**src/verilog/serial_baud_consts.vh**
```
// constants for the serial channel transfer-clock generator
`ifndef SERIAL_BAUD_CONSTS_VH
`define SERIAL_BAUD_CONSTS_VH

`define ADDR_WIDTH 5
`define DATA_WIDTH 16

`define OFFSET_BAUD_CONTROL 5'h00
`define OFFSET_BAUD_FRACTION 5'h04
`define OFFSET_MODE 5'h08
`define OFFSET_STATUS 5'h0c
`define OFFSET_SHIFT_DATA 5'h10

// baud_control_reg fields
`define DIVISOR_LSB 0
`define DIVISOR_MSB 3
`define TAP_LSB 4
`define TAP_MSB 5
`define FRACTION_ENABLE_BIT 6
`define BAUD_CONTROL_RESET 7'h01
`define BAUD_FRACTION_RESET 4'h0

// mode register fields
`define MODE_LSB 0
`define MODE_MSB 1
`define SOURCE_LSB 2
`define SOURCE_MSB 3
`define DIRECTION_BIT 4
`define DOUBLE_BUFFER_BIT 5
`define PRESCALE_SEL_LSB 6
`define PRESCALE_SEL_MSB 7
`define PARITY_BIT 8
`define WAKEUP_BIT 9
`define MODE_RESET 10'h000

// status register fields
`define STATUS_EXT_FAST_BIT 0
`define STATUS_PRESCALER_BIT 1
`define STATUS_SCLK_BIT 2
`define STATUS_BUSY_BIT 3

// channel modes
`define MODE_SYNC 2'h0
`define MODE_UART7 2'h1
`define MODE_UART8 2'h2
`define MODE_UART9 2'h3

// UART clock sources
`define SRC_GENERATOR 2'h0
`define SRC_SYS_HALF 2'h1
`define SRC_TIMER 2'h2
`define SRC_EXTERNAL 2'h3

// timing: oversample count in basic ticks, external periods in system clock periods
`define OVERSAMPLE_LAST 4'hf
`define EXT_MIN_UART 5'h04
`define EXT_MIN_SYNC_DBUF 5'h0c
`define EXT_MIN_SYNC 5'h10

`endif
```
**src/verilog/baud_frac_divider.v**
```verilog
// integer and fractional divider of the baud rate generator
`timescale 1ns/10ps
`default_nettype none
`include "serial_baud_consts.vh"

module baud_frac_divider (
   input wire mclk,
   input wire reset_n,
   input wire clockEnable,
   input wire clear,
   input wire tickIn,
   input wire [3:0] divisorN,
   input wire [3:0] fractionK,
   input wire fractionEnable,
   output reg tickOut
);

   reg [4:0] count;
   reg [3:0] accum;
   reg extra;
   wire [4:0] baseN;
   wire [4:0] addend;
   wire [4:0] sum;
   wire [4:0] lastCount;
   wire useFraction;

   assign baseN = (divisorN == 4'h0) ? 5'h10 : {1'b0, divisorN};
   // N of 1 or 16 never takes the fraction, whatever the enable says
   assign useFraction = fractionEnable && (fractionK != 4'h0) &&
      (divisorN != 4'h0) && (divisorN != 4'h1);
   assign addend = 5'h10 - {1'b0, fractionK};
   assign sum = {1'b0, accum} + addend;
   // one extra input cycle in (16-K) of every 16 output periods
   assign lastCount = extra ? baseN : (baseN - 5'h01);

   always @(posedge mclk) begin
      if (!reset_n) begin
         count <= 5'h00;
         accum <= 4'h0;
         extra <= 1'b0;
         tickOut <= 1'b0;
      end else if (clockEnable) begin
         tickOut <= 1'b0;
         if (clear) begin
            count <= 5'h00;
            accum <= 4'h0;
            extra <= 1'b0;
         end else if (tickIn) begin
            if (count >= lastCount) begin
               count <= 5'h00;
               tickOut <= 1'b1;
               if (useFraction) begin
                  accum <= sum[3:0];
                  extra <= sum[4];
               end else begin
                  accum <= 4'h0;
                  extra <= 1'b0;
               end
            end else begin
               count <= count + 5'h01;
            end
         end
      end
   end

endmodule // baud_frac_divider
`default_nettype wire

```
**src/verilog/serial_baud_clock_generator.v**
```verilog
// transfer-clock generation and clock selection for one serial channel
//
// Added by the designer: the register addresses and the strobed register port.
`timescale 1ns/10ps
`default_nettype none
`include "serial_baud_consts.vh"

module serial_baud_clock_generator (
   input wire mclk,
   input wire reset_n,
   input wire clockEnable,
   input wire [`ADDR_WIDTH-1:0] regAddr,
   input wire [`DATA_WIDTH-1:0] writeData,
   input wire writeStrobe,
   input wire readStrobe,
   output reg [`DATA_WIDTH-1:0] readData,
   input wire extClockPin,
   input wire timerOutputClock,
   input wire rxPin,
   output reg sclkOut,
   output reg sclkOutEnable_n,
   output reg txdOut,
   output reg uartSampleTick,
   output reg uartBitTick,
   output reg shiftTick,
   output reg [3:0] frameBits,
   output reg parityEnabled,
   output reg wakeupEnabled
);

   // software-visible state
   reg [6:0] baudControlReg;
   reg [3:0] baudFractionReg;
   reg [9:0] modeReg;
   reg extTooFast;

   // clock path state
   reg [3:0] periphDiv;
   reg [6:0] prescaler;
   reg sysHalf;
   reg timerPrev;
   reg extSync1;
   reg extSync2;
   reg extPrev;
   reg rxSync1;
   reg rxSync2;
   reg [4:0] extGap;
   reg extSeen;
   reg [3:0] overCount;

   // synchronous shifter
   reg [7:0] txShift;
   reg [7:0] rxShift;
   reg [7:0] rxData;
   reg [2:0] bitCount;
   reg shiftBusy;

   wire [3:0] integerDivisorN;
   wire [1:0] generatorTapSelect;
   wire fractionEnable;
   wire [3:0] fractionK;
   wire [1:0] channelMode;
   wire [1:0] uartClockSource;
   wire shiftClockDirection;
   wire doubleBuffer;
   wire [1:0] prescalerInputSelect;
   wire syncMode;
   wire generatorSelected;
   wire extUsed;
   wire prescalerInputClock;
   wire generatorInputTick;
   wire baudTick;
   wire timerRise;
   wire extRise;
   wire [4:0] extPeriod;
   wire sclkRise;
   wire shiftEvent;
   wire writeHit;
   reg uartBasic;
   reg [4:0] extMin;

   assign integerDivisorN = baudControlReg[`DIVISOR_MSB:`DIVISOR_LSB];
   assign generatorTapSelect = baudControlReg[`TAP_MSB:`TAP_LSB];
   assign fractionEnable = baudControlReg[`FRACTION_ENABLE_BIT];
   assign fractionK = baudFractionReg;
   assign channelMode = modeReg[`MODE_MSB:`MODE_LSB];
   assign uartClockSource = modeReg[`SOURCE_MSB:`SOURCE_LSB];
   assign shiftClockDirection = modeReg[`DIRECTION_BIT];
   assign doubleBuffer = modeReg[`DOUBLE_BUFFER_BIT];
   assign prescalerInputSelect = modeReg[`PRESCALE_SEL_MSB:`PRESCALE_SEL_LSB];
   assign syncMode = (channelMode == `MODE_SYNC);
   assign writeHit = clockEnable && writeStrobe;

   // output shift clock in mode 0 or generator source in UART modes
   assign generatorSelected = syncMode ? !shiftClockDirection :
      (uartClockSource == `SRC_GENERATOR);
   assign extUsed = syncMode ? shiftClockDirection :
      (uartClockSource == `SRC_EXTERNAL);

   // prescaler input: mclk divided by 2, 4, 8 or 16
   assign prescalerInputClock = (prescalerInputSelect == 2'h0) ? periphDiv[0] :
      (prescalerInputSelect == 2'h1) ? (&periphDiv[1:0]) :
      (prescalerInputSelect == 2'h2) ? (&periphDiv[2:0]) : (&periphDiv[3:0]);

   // generator taps: prescaler input divided by 1, 4, 16 or 64
   assign generatorInputTick = prescalerInputClock &&
      ((generatorTapSelect == 2'h0) ? 1'b1 :
       (generatorTapSelect == 2'h1) ? (&prescaler[1:0]) :
       (generatorTapSelect == 2'h2) ? (&prescaler[3:0]) : (&prescaler[5:0]));

   baud_frac_divider generator (
      .mclk(mclk),
      .reset_n(reset_n),
      .clockEnable(clockEnable),
      .clear(!generatorSelected),
      .tickIn(generatorInputTick),
      .divisorN(integerDivisorN),
      .fractionK(fractionK),
      .fractionEnable(fractionEnable && !syncMode),
      .tickOut(baudTick)
   );

   assign timerRise = timerOutputClock && !timerPrev;
   assign extRise = extSync2 && !extPrev;
   assign extPeriod = (extGap == 5'h1f) ? extGap : (extGap + 5'h01);
   assign sclkRise = baudTick && !sclkOut && shiftBusy;
   assign shiftEvent = syncMode && shiftBusy &&
      (shiftClockDirection ? extRise : sclkRise);

   // UART basic clock, one pulse per 1/16 bit
   always @* begin
      case (uartClockSource)
         `SRC_GENERATOR: uartBasic = baudTick;
         `SRC_SYS_HALF: uartBasic = sysHalf;
         `SRC_TIMER: uartBasic = timerRise;
         default: uartBasic = extRise;
      endcase
   end

   // shortest legal external period depends on mode and buffering
   always @* begin
      if (!syncMode) begin
         extMin = `EXT_MIN_UART;
      end else if (doubleBuffer) begin
         extMin = `EXT_MIN_SYNC_DBUF;
      end else begin
         extMin = `EXT_MIN_SYNC;
      end
   end

   // pin inputs pass two flip-flops; the first is read only by the second
   always @(posedge mclk) begin
      if (!reset_n) begin
         extSync1 <= 1'b0;
         extSync2 <= 1'b0;
         extPrev <= 1'b0;
         rxSync1 <= 1'b1;
         rxSync2 <= 1'b1;
         timerPrev <= 1'b0;
         sysHalf <= 1'b0;
      end else if (clockEnable) begin
         extSync1 <= extClockPin;
         extSync2 <= extSync1;
         extPrev <= extSync2;
         rxSync1 <= rxPin;
         rxSync2 <= rxSync1;
         timerPrev <= timerOutputClock;
         sysHalf <= !sysHalf;
      end
   end

   // prescaler held cleared unless the generator is in use
   always @(posedge mclk) begin
      if (!reset_n) begin
         periphDiv <= 4'h0;
         prescaler <= 7'h00;
      end else if (clockEnable) begin
         if (!generatorSelected) begin
            periphDiv <= 4'h0;
            prescaler <= 7'h00;
         end else begin
            periphDiv <= periphDiv + 4'h1;
            if (prescalerInputClock) begin
               prescaler <= prescaler + 7'h01;
            end
         end
      end
   end

   // UART oversample counter; the timer is never a synchronous clock
   always @(posedge mclk) begin
      if (!reset_n) begin
         overCount <= 4'h0;
         uartSampleTick <= 1'b0;
         uartBitTick <= 1'b0;
      end else if (clockEnable) begin
         uartSampleTick <= 1'b0;
         uartBitTick <= 1'b0;
         if (syncMode) begin
            overCount <= 4'h0;
         end else if (uartBasic) begin
            uartSampleTick <= 1'b1;
            overCount <= overCount + 4'h1;
            if (overCount == `OVERSAMPLE_LAST) begin
               uartBitTick <= 1'b1;
            end
         end
      end
   end

   // external clock period watch, in system clocks between rising edges
   always @(posedge mclk) begin
      if (!reset_n) begin
         extGap <= 5'h00;
         extSeen <= 1'b0;
      end else if (clockEnable) begin
         if (!extUsed) begin
            extGap <= 5'h00;
            extSeen <= 1'b0;
         end else if (extRise) begin
            extGap <= 5'h00;
            extSeen <= 1'b1;
         end else if (extGap != 5'h1f) begin
            extGap <= extGap + 5'h01;
         end
      end
   end

   // synchronous shifter: sclk idles high and runs only while busy
   always @(posedge mclk) begin
      if (!reset_n) begin
         sclkOut <= 1'b1;
         sclkOutEnable_n <= 1'b1;
         txdOut <= 1'b1;
         shiftTick <= 1'b0;
         txShift <= 8'hff;
         rxShift <= 8'h00;
         rxData <= 8'h00;
         bitCount <= 3'h0;
         shiftBusy <= 1'b0;
      end else if (clockEnable) begin
         shiftTick <= shiftEvent;
         sclkOutEnable_n <= !(syncMode && !shiftClockDirection);
         if (!syncMode || shiftClockDirection) begin
            sclkOut <= 1'b1;
         end else if (baudTick && (shiftBusy || !sclkOut)) begin
            sclkOut <= !sclkOut;
         end
         if (writeStrobe && regAddr == `OFFSET_SHIFT_DATA && syncMode) begin
            txShift <= writeData[7:0];
            txdOut <= writeData[0];
            bitCount <= 3'h0;
            shiftBusy <= 1'b1;
         end else if (shiftEvent) begin
            rxShift <= {rxSync2, rxShift[7:1]};
            txShift <= {1'b1, txShift[7:1]};
            txdOut <= txShift[1];
            bitCount <= bitCount + 3'h1;
            if (bitCount == 3'h7) begin
               shiftBusy <= 1'b0;
               rxData <= {rxSync2, rxShift[7:1]};
            end
         end else if (!syncMode) begin
            shiftBusy <= 1'b0;
            txdOut <= 1'b1;
         end
      end
   end

   // frame options follow the channel mode
   always @(posedge mclk) begin
      if (!reset_n) begin
         frameBits <= 4'h8;
         parityEnabled <= 1'b0;
         wakeupEnabled <= 1'b0;
      end else if (clockEnable) begin
         case (channelMode)
            `MODE_UART7: frameBits <= 4'h7;
            `MODE_UART9: frameBits <= 4'h9;
            default: frameBits <= 4'h8;
         endcase
         parityEnabled <= modeReg[`PARITY_BIT] &&
            (channelMode == `MODE_UART7 || channelMode == `MODE_UART8);
         wakeupEnabled <= modeReg[`WAKEUP_BIT] && (channelMode == `MODE_UART9);
      end
   end

   // register writes; a too-fast edge wins over a clear in the same cycle
   always @(posedge mclk) begin
      if (!reset_n) begin
         baudControlReg <= `BAUD_CONTROL_RESET;
         baudFractionReg <= `BAUD_FRACTION_RESET;
         modeReg <= `MODE_RESET;
         extTooFast <= 1'b0;
      end else if (clockEnable) begin
         if (writeStrobe) begin
            if (regAddr == `OFFSET_BAUD_CONTROL) begin
               baudControlReg <= writeData[6:0];
            end else if (regAddr == `OFFSET_BAUD_FRACTION) begin
               baudFractionReg <= writeData[3:0];
            end else if (regAddr == `OFFSET_MODE) begin
               modeReg <= writeData[9:0];
            end
         end
         if (extUsed && extRise && extSeen && (extPeriod < extMin)) begin
            extTooFast <= 1'b1;
         end else if (writeHit && regAddr == `OFFSET_STATUS &&
                      writeData[`STATUS_EXT_FAST_BIT]) begin
            extTooFast <= 1'b0;
         end
      end
   end

   // read data valid the cycle after the strobe, zero otherwise
   always @(posedge mclk) begin
      if (!reset_n) begin
         readData <= {`DATA_WIDTH{1'b0}};
      end else if (clockEnable) begin
         if (!readStrobe) begin
            readData <= {`DATA_WIDTH{1'b0}};
         end else if (regAddr == `OFFSET_BAUD_CONTROL) begin
            readData <= {9'h000, baudControlReg};
         end else if (regAddr == `OFFSET_BAUD_FRACTION) begin
            readData <= {12'h000, baudFractionReg};
         end else if (regAddr == `OFFSET_MODE) begin
            readData <= {6'h00, modeReg};
         end else if (regAddr == `OFFSET_STATUS) begin
            readData <= {12'h000, shiftBusy, sclkOut, generatorSelected, extTooFast};
         end else if (regAddr == `OFFSET_SHIFT_DATA) begin
            readData <= {8'h00, rxData};
         end else begin
            readData <= {`DATA_WIDTH{1'b0}};
         end
      end
   end

   // one channel per instance; no state is shared between channels

endmodule // serial_baud_clock_generator
`default_nettype wire

```
**config.mk**
```make
export PLATFORM = sky130hd
export DESIGN_NAME = serial_baud_clock_generator
export DESIGN_NICKNAME = d
export VERILOG_FILES = /design/src/verilog/baud_frac_divider.v /design/src/verilog/serial_baud_clock_generator.v
export VERILOG_INCLUDE_DIRS = /design/src /design/src/verilog
export SDC_FILE = /design/constraint.sdc
export NUM_CORES = 1
export LEC_CHECK = 0
export BUFFER_PORTS_ARGS = -buffer_cell sky130_fd_sc_hd__buf_4
export CAP_MARGIN = 10
export CORE_AREA = 2 2 129 131
export CTS_CLUSTER_SIZE = 16
export DETAILED_ROUTE_END_ITERATION = 10
export DIE_AREA = 0 0 131 133
export PLACE_DENSITY = 0.56
export SYNTH_ARGS = -nofsm -noshare
export SYNTH_HDL_FRONTEND = slang
export SYNTH_SLANG_ARGS = --single-unit
```
**constraint.sdc**
```tcl
create_clock -name mclk -period 4 [get_ports mclk]
set_input_delay 1.2 -clock mclk [delete_from_list [all_inputs] [get_ports mclk]]
set_output_delay 1.2 -clock mclk [all_outputs]
set_load 0.02 [all_outputs]
```
# Word level (Yosys, flattened, before mapping)
# Cells that the tools add are included.
[word_totals] in_bits=29 reg_bits=117 word_cells=208 out_inout_bits=28
[classes] n_mux=66 n_lt_le_gt_ge=2 addsub=9 reduce_logical=67 n_bitwise=3 eq_ne=26
[op_table] operator="$mux W5" count=11
[op_table] operator="$mux W10" count=4
[op_table] operator="$mux W1" count=34
[op_table] operator="$mux W8" count=4
[op_table] operator="$mux W4" count=7
[op_table] operator="$logic_and A1 B1 Y1" count=23
[op_table] operator="$reduce_and A2 Y1" count=11
[op_table] operator="$reduce_and A4 Y1" count=4
[op_table] operator="$reduce_and A3 Y1" count=5
[op_table] operator="$mux W7" count=2
[op_table] operator="$eq A2 B2 Y1 const B" count=6
[op_table] operator="$add A5 B1 Y5 const B" count=2
[op_table] operator="$eq A5 B4 Y1 const B" count=2
[op_table] operator="$eq A5 B5 Y1 const B" count=2
[op_table] operator="$ne A3 B1 Y1 const B" count=3
[op_table] operator="$add A4 B1 Y4 const B" count=2
[op_table] operator="$eq A2 B1 Y1 const B" count=4
[op_table] operator="$logic_not A2 Y1" count=4
[op_table] operator="$ne A2 B1 Y1 const B" count=4
[op_table] operator="$pmux W4 S2" count=1
[op_table] operator="$reduce_bool A2 Y1" count=4
[op_table] operator="$reduce_bool A4 Y1" count=2
[op_table] operator="$add A7 B1 Y7 const B" count=1
[op_table] operator="$logic_not A1 Y1" count=7
[op_table] operator="19 further kinds" count=24

# Longest topological paths before layout
# Gate-level depths: netlist (run 1).
[depth] word_depth=10 mapped_depth=12 mapped_depth_nobuf=11

# Modules after synthesis
# From an unflattened synthesis (run 1), not the netlist that was laid out.
[unflattened] hier_cells=603 hier_area_um2=5390.2
[modules_own_cells] mod="serial_baud_clock_generator" instances=1 area_each_um2=4509.3 seq_area_each_um2=1921.8 cells_per_inst=502
[modules_own_cells] mod="baud_frac_divider" instances=1 area_each_um2=880.8 seq_area_each_um2=220.2 cells_per_inst=101

# Worst setup path after synthesis (run 1)
# Ideal clock, no wire load.
[synth_path] kind="input-to-reg" start="in clockEnable" end="reg generator.accum[2]" cell_stages=6 t_arrival_ns=2.393 path_slack_ns=1.532 n_path_buf=1 setup_ns=0.074 t_required_ns=3.926 cell_sequence="buf_4 inv_4 o32ai_4 nand2_1 or4_1 o21ai_0"
[synth_via] elab_chain_len=1
[synth_rtl] item="start, declared" line_no="serial_baud_clock_generator.v:11" source="input wire clockEnable,"
[synth_rtl] item="$reduce_and A3 Y1 (no source line)"
[synth_rtl] item="end signal, assigned" line_no="baud_frac_divider.v:53" source="accum <= sum[3:0];"
[synth_rtl] item="end, declared" line_no="baud_frac_divider.v:19" source="reg [3:0] accum;"
# No other way between the ends.
# A chain may end at the register's enable or synchronous reset.

# Worst setup path in the final report (run 1)
# Ends and elaborated chain as after synthesis.

==> flow_metrics.env, run 1 <==
export IMPL_status="finished clean"
export IMPL_nets=683
export IMPL_cts_made_buffers=9
export IMPL_die_w_um=131
export IMPL_netlist_area_um2=5510
export IMPL_grtUsageMet2=0.268
export IMPL_top_usage_layer="met2"
export IMPL_final_cells=850
export IMPL_yosysWarnings=0
export IMPL_cts_tree="yes"
export IMPL_ys_flop_type="dfxtp_1"
export IMPL_grt_pass1_vias=4202
export IMPL_cap_violations=0
export IMPL_coreArea_um2=16200
export IMPL_htree_levels=3
export IMPL_routed_wl_mm=13.6
export IMPL_switching_share=0.245
export IMPL_pin_count=57
export IMPL_routed_via_density=5.04
export IMPL_synth_distinct_cells=82
export IMPL_required_ns=4.28
export IMPL_worst_pin_slew_ns=0.710
export IMPL_peakVddDrop_uv=209
export IMPL_syn_inst=595
export IMPL_vias=4284
export IMPL_utilization=0.386
export IMPL_min_period_ns=2.68
export IMPL_root_buffer="clkbuf_16"
export IMPL_fmax_mhz=373
export IMPL_crit_path_start_kind="input port"
export IMPL_cts_sinks=107
export IMPL_rsz0062_at_grt="no"
export IMPL_grt_util_met3=0.0340
export IMPL_final_common_cell="dfxtp_1"
export IMPL_ctsResizeCount=0
export IMPL_p_int_mw=1.56
export IMPL_drc_errors=0
export IMPL_endpoint_kind="register"
export IMPL_async_reset_ff_frac=0
export IMPL_grt_max_degree=54
export IMPL_clkLatencyLatePin_ns=0.36
export IMPL_hold_path_class="reg2reg"
export IMPL_grt_ovfl_total=0
export IMPL_area_growth_syn_to_layout_pct=13.4
export IMPL_fin_area_um2=6240
export IMPL_use_met1=0.211
export IMPL_diodes=0
export IMPL_timing_setup_tns_ns=0
export IMPL_dp_hpwl_mm=9.90
export IMPL_ys_ff_latch=107
export IMPL_hold_viol_final=0
export IMPL_die_h_um=133
export IMPL_routedWlPerCell_um=16.0
export IMPL_p_leak_nw=2.41
export IMPL_n_fill_cell=1639
export IMPL_finalSetupViolCount=0
export IMPL_routabilityCongestion=0.853
export IMPL_syn_area_per_cell_um2=9.25
export IMPL_finClkSkew_ns=0.0109
export IMPL_pwr_share_seq=0.523
export IMPL_drive_gt1_frac=0.171
export IMPL_dieArea_um2=17400
export IMPL_clk_pin_slew_worst_paths_ns=0.07
export IMPL_dr_first_iter_drc_count=292
export IMPL_path_class="in2reg"
export IMPL_layout_common_cells="dfxtp_1, nor2_1, nand2_1, buf_4, mux2i_1"
export IMPL_start_util=0.341
export IMPL_p_clk_frac=0.411
export IMPL_firstDrtPassIters=4
export IMPL_slew_headroom=0.527
export IMPL_powerDensity_nw_per_um2=331
export IMPL_grt_usage=0.162
export IMPL_portBuffers=44
export IMPL_p_sw_uw=507
export IMPL_hold_buffers=0
export IMPL_grt_pass1_wl_mm=22.1
export IMPL_clockBufferDepth=2
export IMPL_crit_arrival_ns=2.96
export IMPL_antenna_found_initial=0
export IMPL_dp_cells=834
export IMPL_synth_edf_count=0
export IMPL_ys_seq_area_frac=0.389
export IMPL_ant_nets=0
export IMPL_post_dp_cell_area_um2=5970
export IMPL_slew_violations=0
export IMPL_crit_fanout=28
export IMPL_min_period_over_period=0.670
export IMPL_post_cts_buffers=0
export IMPL_row_count=47
export IMPL_combPwrFrac=0.066
export IMPL_timing_hold_ws_ns=0.458
==> area by class of cell <==
class                           count  area, um^2  area share
Tap cell                          220         275      0.0441
Clock buffer                       11         243      0.0389
Multi-Input combinational cell    435        3090       0.494
Clock inverter                      5        36.3     0.00581
Timing Repair Buffer               50         375      0.0601
Sequential cell                   107        2140       0.343
Inverter                           22        85.1      0.0136
==> synth_stat cells, types with 3 or more instances <==
| library cell | n | share of area |
|---|---|---|
| dfxtp_1 | 107 | 0.39 |
| nor2_1 | 64 | 0.044 |
| nand2_1 | 53 | 0.036 |
| mux2i_1 | 46 | 0.084 |
| a21oi_1 | 40 | 0.036 |
| ha_1 | 28 | 0.064 |
| nand3_1 | 22 | 0.020 |
| inv_1 | 21 | 0.014 |
| o21ai_0 | 19 | 0.017 |
| clkbuf_1 | 13 | 0.0089 |
| buf_4 | 9 | 0.012 |
| xnor2_1 | 9 | 0.014 |
| a21oi_2 | 8 | 0.013 |
| a22o_1 | 8 | 0.013 |
| buf_2 | 8 | 0.0073 |
| nand3_2 | 8 | 0.015 |
| and2_1 | 7 | 0.0080 |
| nor2b_1 | 7 | 0.0080 |
| nor3_1 | 7 | 0.0064 |
| a22oi_1 | 6 | 0.0082 |
| and3_1 | 6 | 0.0068 |
| xor2_1 | 5 | 0.0080 |
| a21o_1 | 4 | 0.0055 |
| a222oi_1 | 4 | 0.0073 |
| a31oi_1 | 4 | 0.0045 |
| nand4_1 | 4 | 0.0045 |
| o22ai_1 | 4 | 0.0045 |
| a21boi_0 | 3 | 0.0041 |
| buf_1 | 3 | 0.0020 |
| nor4_1 | 3 | 0.0034 |
| or4_1 | 3 | 0.0041 |
==> power by group through the flow <==
stage / logic [mW] / clock network, mW / registers, mW
finish: 0.136 / 0.850 / 1.08
global route: 0.148 / 0.919 / 1.08
CTS: 0.137 / 0.873 / 1.08
detailed placement: 0.136 / 0 / 1.11
global placement: 0.134 / 0 / 1.11
floorplan: 0.0865 / 0 / 1.11
==> kinds of logic after synthesis <==
| group | share of synthesized area |
|---|---|
| and+or+nand+nor | 0.210 |
| AOI/OAI and AO/OA | 0.166 |
| DFF | 0.389 |
| buffers and inverters | 0.0536 |
| muxes | 0.0918 |
| adders and majority gates | 0.0673 |
| xor gates and xnor gates | 0.0223 |
| other | 0.000681 |
==> critical path, stage by stage <==
cell,delay [ns]
buf_4,0.18
inv_4,0.17
o32ai_4,0.37
nand2_1,0.36
or4_1,0.58
o21ai_0,0.08
==> final timing paths <==
path / slack [ns] / cells after the start / from / to
min reg2reg: 0.46 / 2 / wakeupEnabled / wakeupEnabled
max reg2reg: 1.38 / 12 / baudControlReg[0] / generator.accum[2]
min: 0.46 / 2 / wakeupEnabled / wakeupEnabled
max: 1.32 / 6 / clockEnable / generator.accum[2]
==> registers in the layout, summed over array words and instances (netlist names), 3 cells and up <==
| name | cells |
|---|---|
| modeReg | 10 |
| readData | 10 |
| rxData | 8 |
| baudControlReg | 7 |
| rxShift | 7 |
| txShift | 7 |
| prescaler | 6 |
| extGap | 5 |
| generator.count | 5 |
| baudFractionReg | 4 |
| generator.accum | 4 |
| overCount | 4 |
| periphDiv | 4 |
| bitCount | 3 |
| frameBits | 3 |
==> layer usage <==
metal	wire, um	vias up
met5	0	-
met4	188	0
met3	538	12
met2	6640	67
met1	6240	2041
li1	-	2164
==> stage by stage <==
step	total power, mW	setup WS, ns
floorplan	1.19	1.53
global placement	1.24	0.986
detailed placement	1.24	0.972
CTS	2.09	1.35
global route	2.15	1.12
finish	2.07	1.32
Note: power is estimated with default switching activity, not from simulation.
==> inputs of run 2 (changes only) <==
- clock period: 4 -> 2.8 ns (I/O delays scaled with it)
==> run 2 against run 1 <==
Utilization increased by 0.72 points. Worst hold slack improved by 0.0040 ns. Largest cell class unchanged. Count of clock-buffer cells in the layout decreased by 1. Highest routed layer unchanged. First-iteration DRC count unchanged.
==> flow_metrics.env, run 2 (synthesis gave the netlist of run 1 again) <==
export IMPL_layout_common_cells="dfxtp_1, nor2_1, buf_4, nand2_1, mux2i_1"
export IMPL_p_int_mw=2.24
export IMPL_r2r_end="generator.accum[2]"
export IMPL_crit_fanout=8
export IMPL_cts_sinks=107
export IMPL_dr_first_iter_drc_count=292
export IMPL_timing_setup_tns_ns=0
export IMPL_ant_nets=0
export IMPL_r2r_start="baudControlReg[0]"
export IMPL_p_sw_uw=739
export IMPL_utilization=0.393
export IMPL_routed_via_density=5.06
export IMPL_hold_path_class="reg2reg"
export IMPL_top_regs="modeReg: 10 flops, readData: 10 flops, rxData: 8 flops"
export IMPL_nets=696
export IMPL_post_cts_buffers=0
export IMPL_grt_max_degree=84
export IMPL_ctsResizeCount=0
export IMPL_crit_start="baudControlReg[0]"
export IMPL_crit_arrival_ns=2.79
export IMPL_grt_ovfl_total=0
export IMPL_portBuffers=44
export IMPL_area_growth_syn_to_layout_pct=15.5
export IMPL_antenna_found_initial=0
export IMPL_cts_tree="yes"
export IMPL_top_usage_layer="met2"
export IMPL_status="finished clean"
export IMPL_clk_pin_slew_worst_paths_ns=0.07
export IMPL_p_clk_frac=0.414
export IMPL_grt_usage=0.163
export IMPL_hold_buffers=0
export IMPL_pin_count=57
export IMPL_post_dp_cell_area_um2=6080
export IMPL_path_class="reg2reg"
export IMPL_reg2reg_depth=12
export IMPL_grt_util_met3=0.0421
export IMPL_whs_path_depth=2
export IMPL_routabilityCongestion=0.792
export IMPL_timing_hold_ws_ns=0.461
export IMPL_p_leak_nw=2.49
export IMPL_root_buffer="clkbuf_16"
export IMPL_min_period_ns=2.51
export IMPL_diodes=0
export IMPL_slew_violations=0
export IMPL_finalSetupViolCount=0
export IMPL_rrSetupSlack_ns=0.29
export IMPL_start_util=0.341
export IMPL_routed_wl_mm=13.7
export IMPL_powerDensity_nw_per_um2=469
export IMPL_grt_pass1_vias=4261
export IMPL_grt_pass1_wl_mm=22.0
export IMPL_min_period_over_period=0.898
export IMPL_min_to="rxData[0]"
export IMPL_peakVddDrop_uv=326
export IMPL_row_count=47
export IMPL_min_from="rxShift[1]"
export IMPL_drc_errors=0
export IMPL_htree_levels=3
export IMPL_switching_share=0.248
export IMPL_finClkSkew_ns=0.00823
export IMPL_drive_gt1_frac=0.188
export IMPL_endpoint_kind="register"
export IMPL_cts_made_buffers=9
export IMPL_use_met1=0.208
export IMPL_fin_area_um2=6360
export IMPL_dp_hpwl_mm=10.2
export IMPL_final_common_cell="dfxtp_1"
export IMPL_n_fill_cell=1614
export IMPL_required_ns=3.08
export IMPL_coreArea_um2=16200
export IMPL_pwr_share_seq=0.518
export IMPL_grtUsageMet2=0.269
export IMPL_vias=4358
export IMPL_die_w_um=131
export IMPL_firstDrtPassIters=5
export IMPL_routedWlPerCell_um=15.9
export IMPL_combPwrFrac=0.068
export IMPL_total_power_mw=2.98
export IMPL_rsz0062_at_grt="no"
export IMPL_crit_path_start_kind="register"
export IMPL_die_h_um=133
export IMPL_clockBufferDepth=2
export IMPL_cap_violations=0
export IMPL_fmax_mhz=398
export IMPL_hold_viol_final=0
export IMPL_dieArea_um2=17400
export IMPL_clkLatencyLatePin_ns=0.36
[run 2: cell types whose count changed in the layout (fill, tap and decap cells not counted), sizes merged]
cell,delta
buf,+13
clkbuf,-1
inv,+1
clkinv,-1
[run 2: critical path: stages (launching register included)]
cell     delay (ns)
dfxtp_1        0.40
inv_1          0.11
ha_1           0.25
nand2_1        0.09
nand2_1        0.07
xor2_1         0.15
ha_1           0.27
nor2b_1        0.04
o21ai_0        0.15
a31oi_1        0.12
buf_4          0.17
or4_1          0.52
o21ai_0        0.09
[run 2: layout make-up]
| cell class | count | area [um^2] | share of cell area |
|---|---|---|---|
| well taps | 220 | 275 | 0.0433 |
| clock inverters | 5 | 46.3 | 0.00728 |
| clock buffers | 10 | 239 | 0.0376 |
| flip-flops and latches | 107 | 2140 | 0.337 |
| inverters | 22 | 85.1 | 0.0134 |
| multi-input cells | 435 | 3090 | 0.485 |
| repair buffers | 63 | 485 | 0.0763 |
[run 2: per-layer routing]
layer  vias up  routed length, um
met4         0                221
met3        13                556
met5         -                  0
met2        73               6690
met1      2079               6250
li1       2193                  -
[run 2: through the flow]
stage,instances,worst slack [ns]
2_1_floorplan,600,0.430
3_3_place_gp,847,0.327
3_5_place_dp,847,0.292
4_1_cts,862,0.263
5_1_grt,862,0.106
6_report,862,0.286
[run 2: power by group through the flow]
stage,clock network (mW),logic (mW),registers [mW]
6_report,1.23,0.203,1.55
2_1_floorplan,0,0.124,1.58
4_1_cts,1.27,0.203,1.55
3_3_place_gp,0,0.200,1.58
3_5_place_dp,0,0.203,1.58
5_1_grt,1.33,0.220,1.55
[run 2: how the worst max path moves through the flow]
stage,endpoint,slack [ns],cells after the start
2_1_floorplan,generator.accum[0],0.43,12
3_3_place_gp,generator.accum[2],0.33,12
3_5_place_dp,generator.accum[2],0.29,12
4_1_cts,generator.accum[2],0.26,12
5_1_grt,generator.accum[2],0.11,12
6_report,generator.accum[2],0.29,12
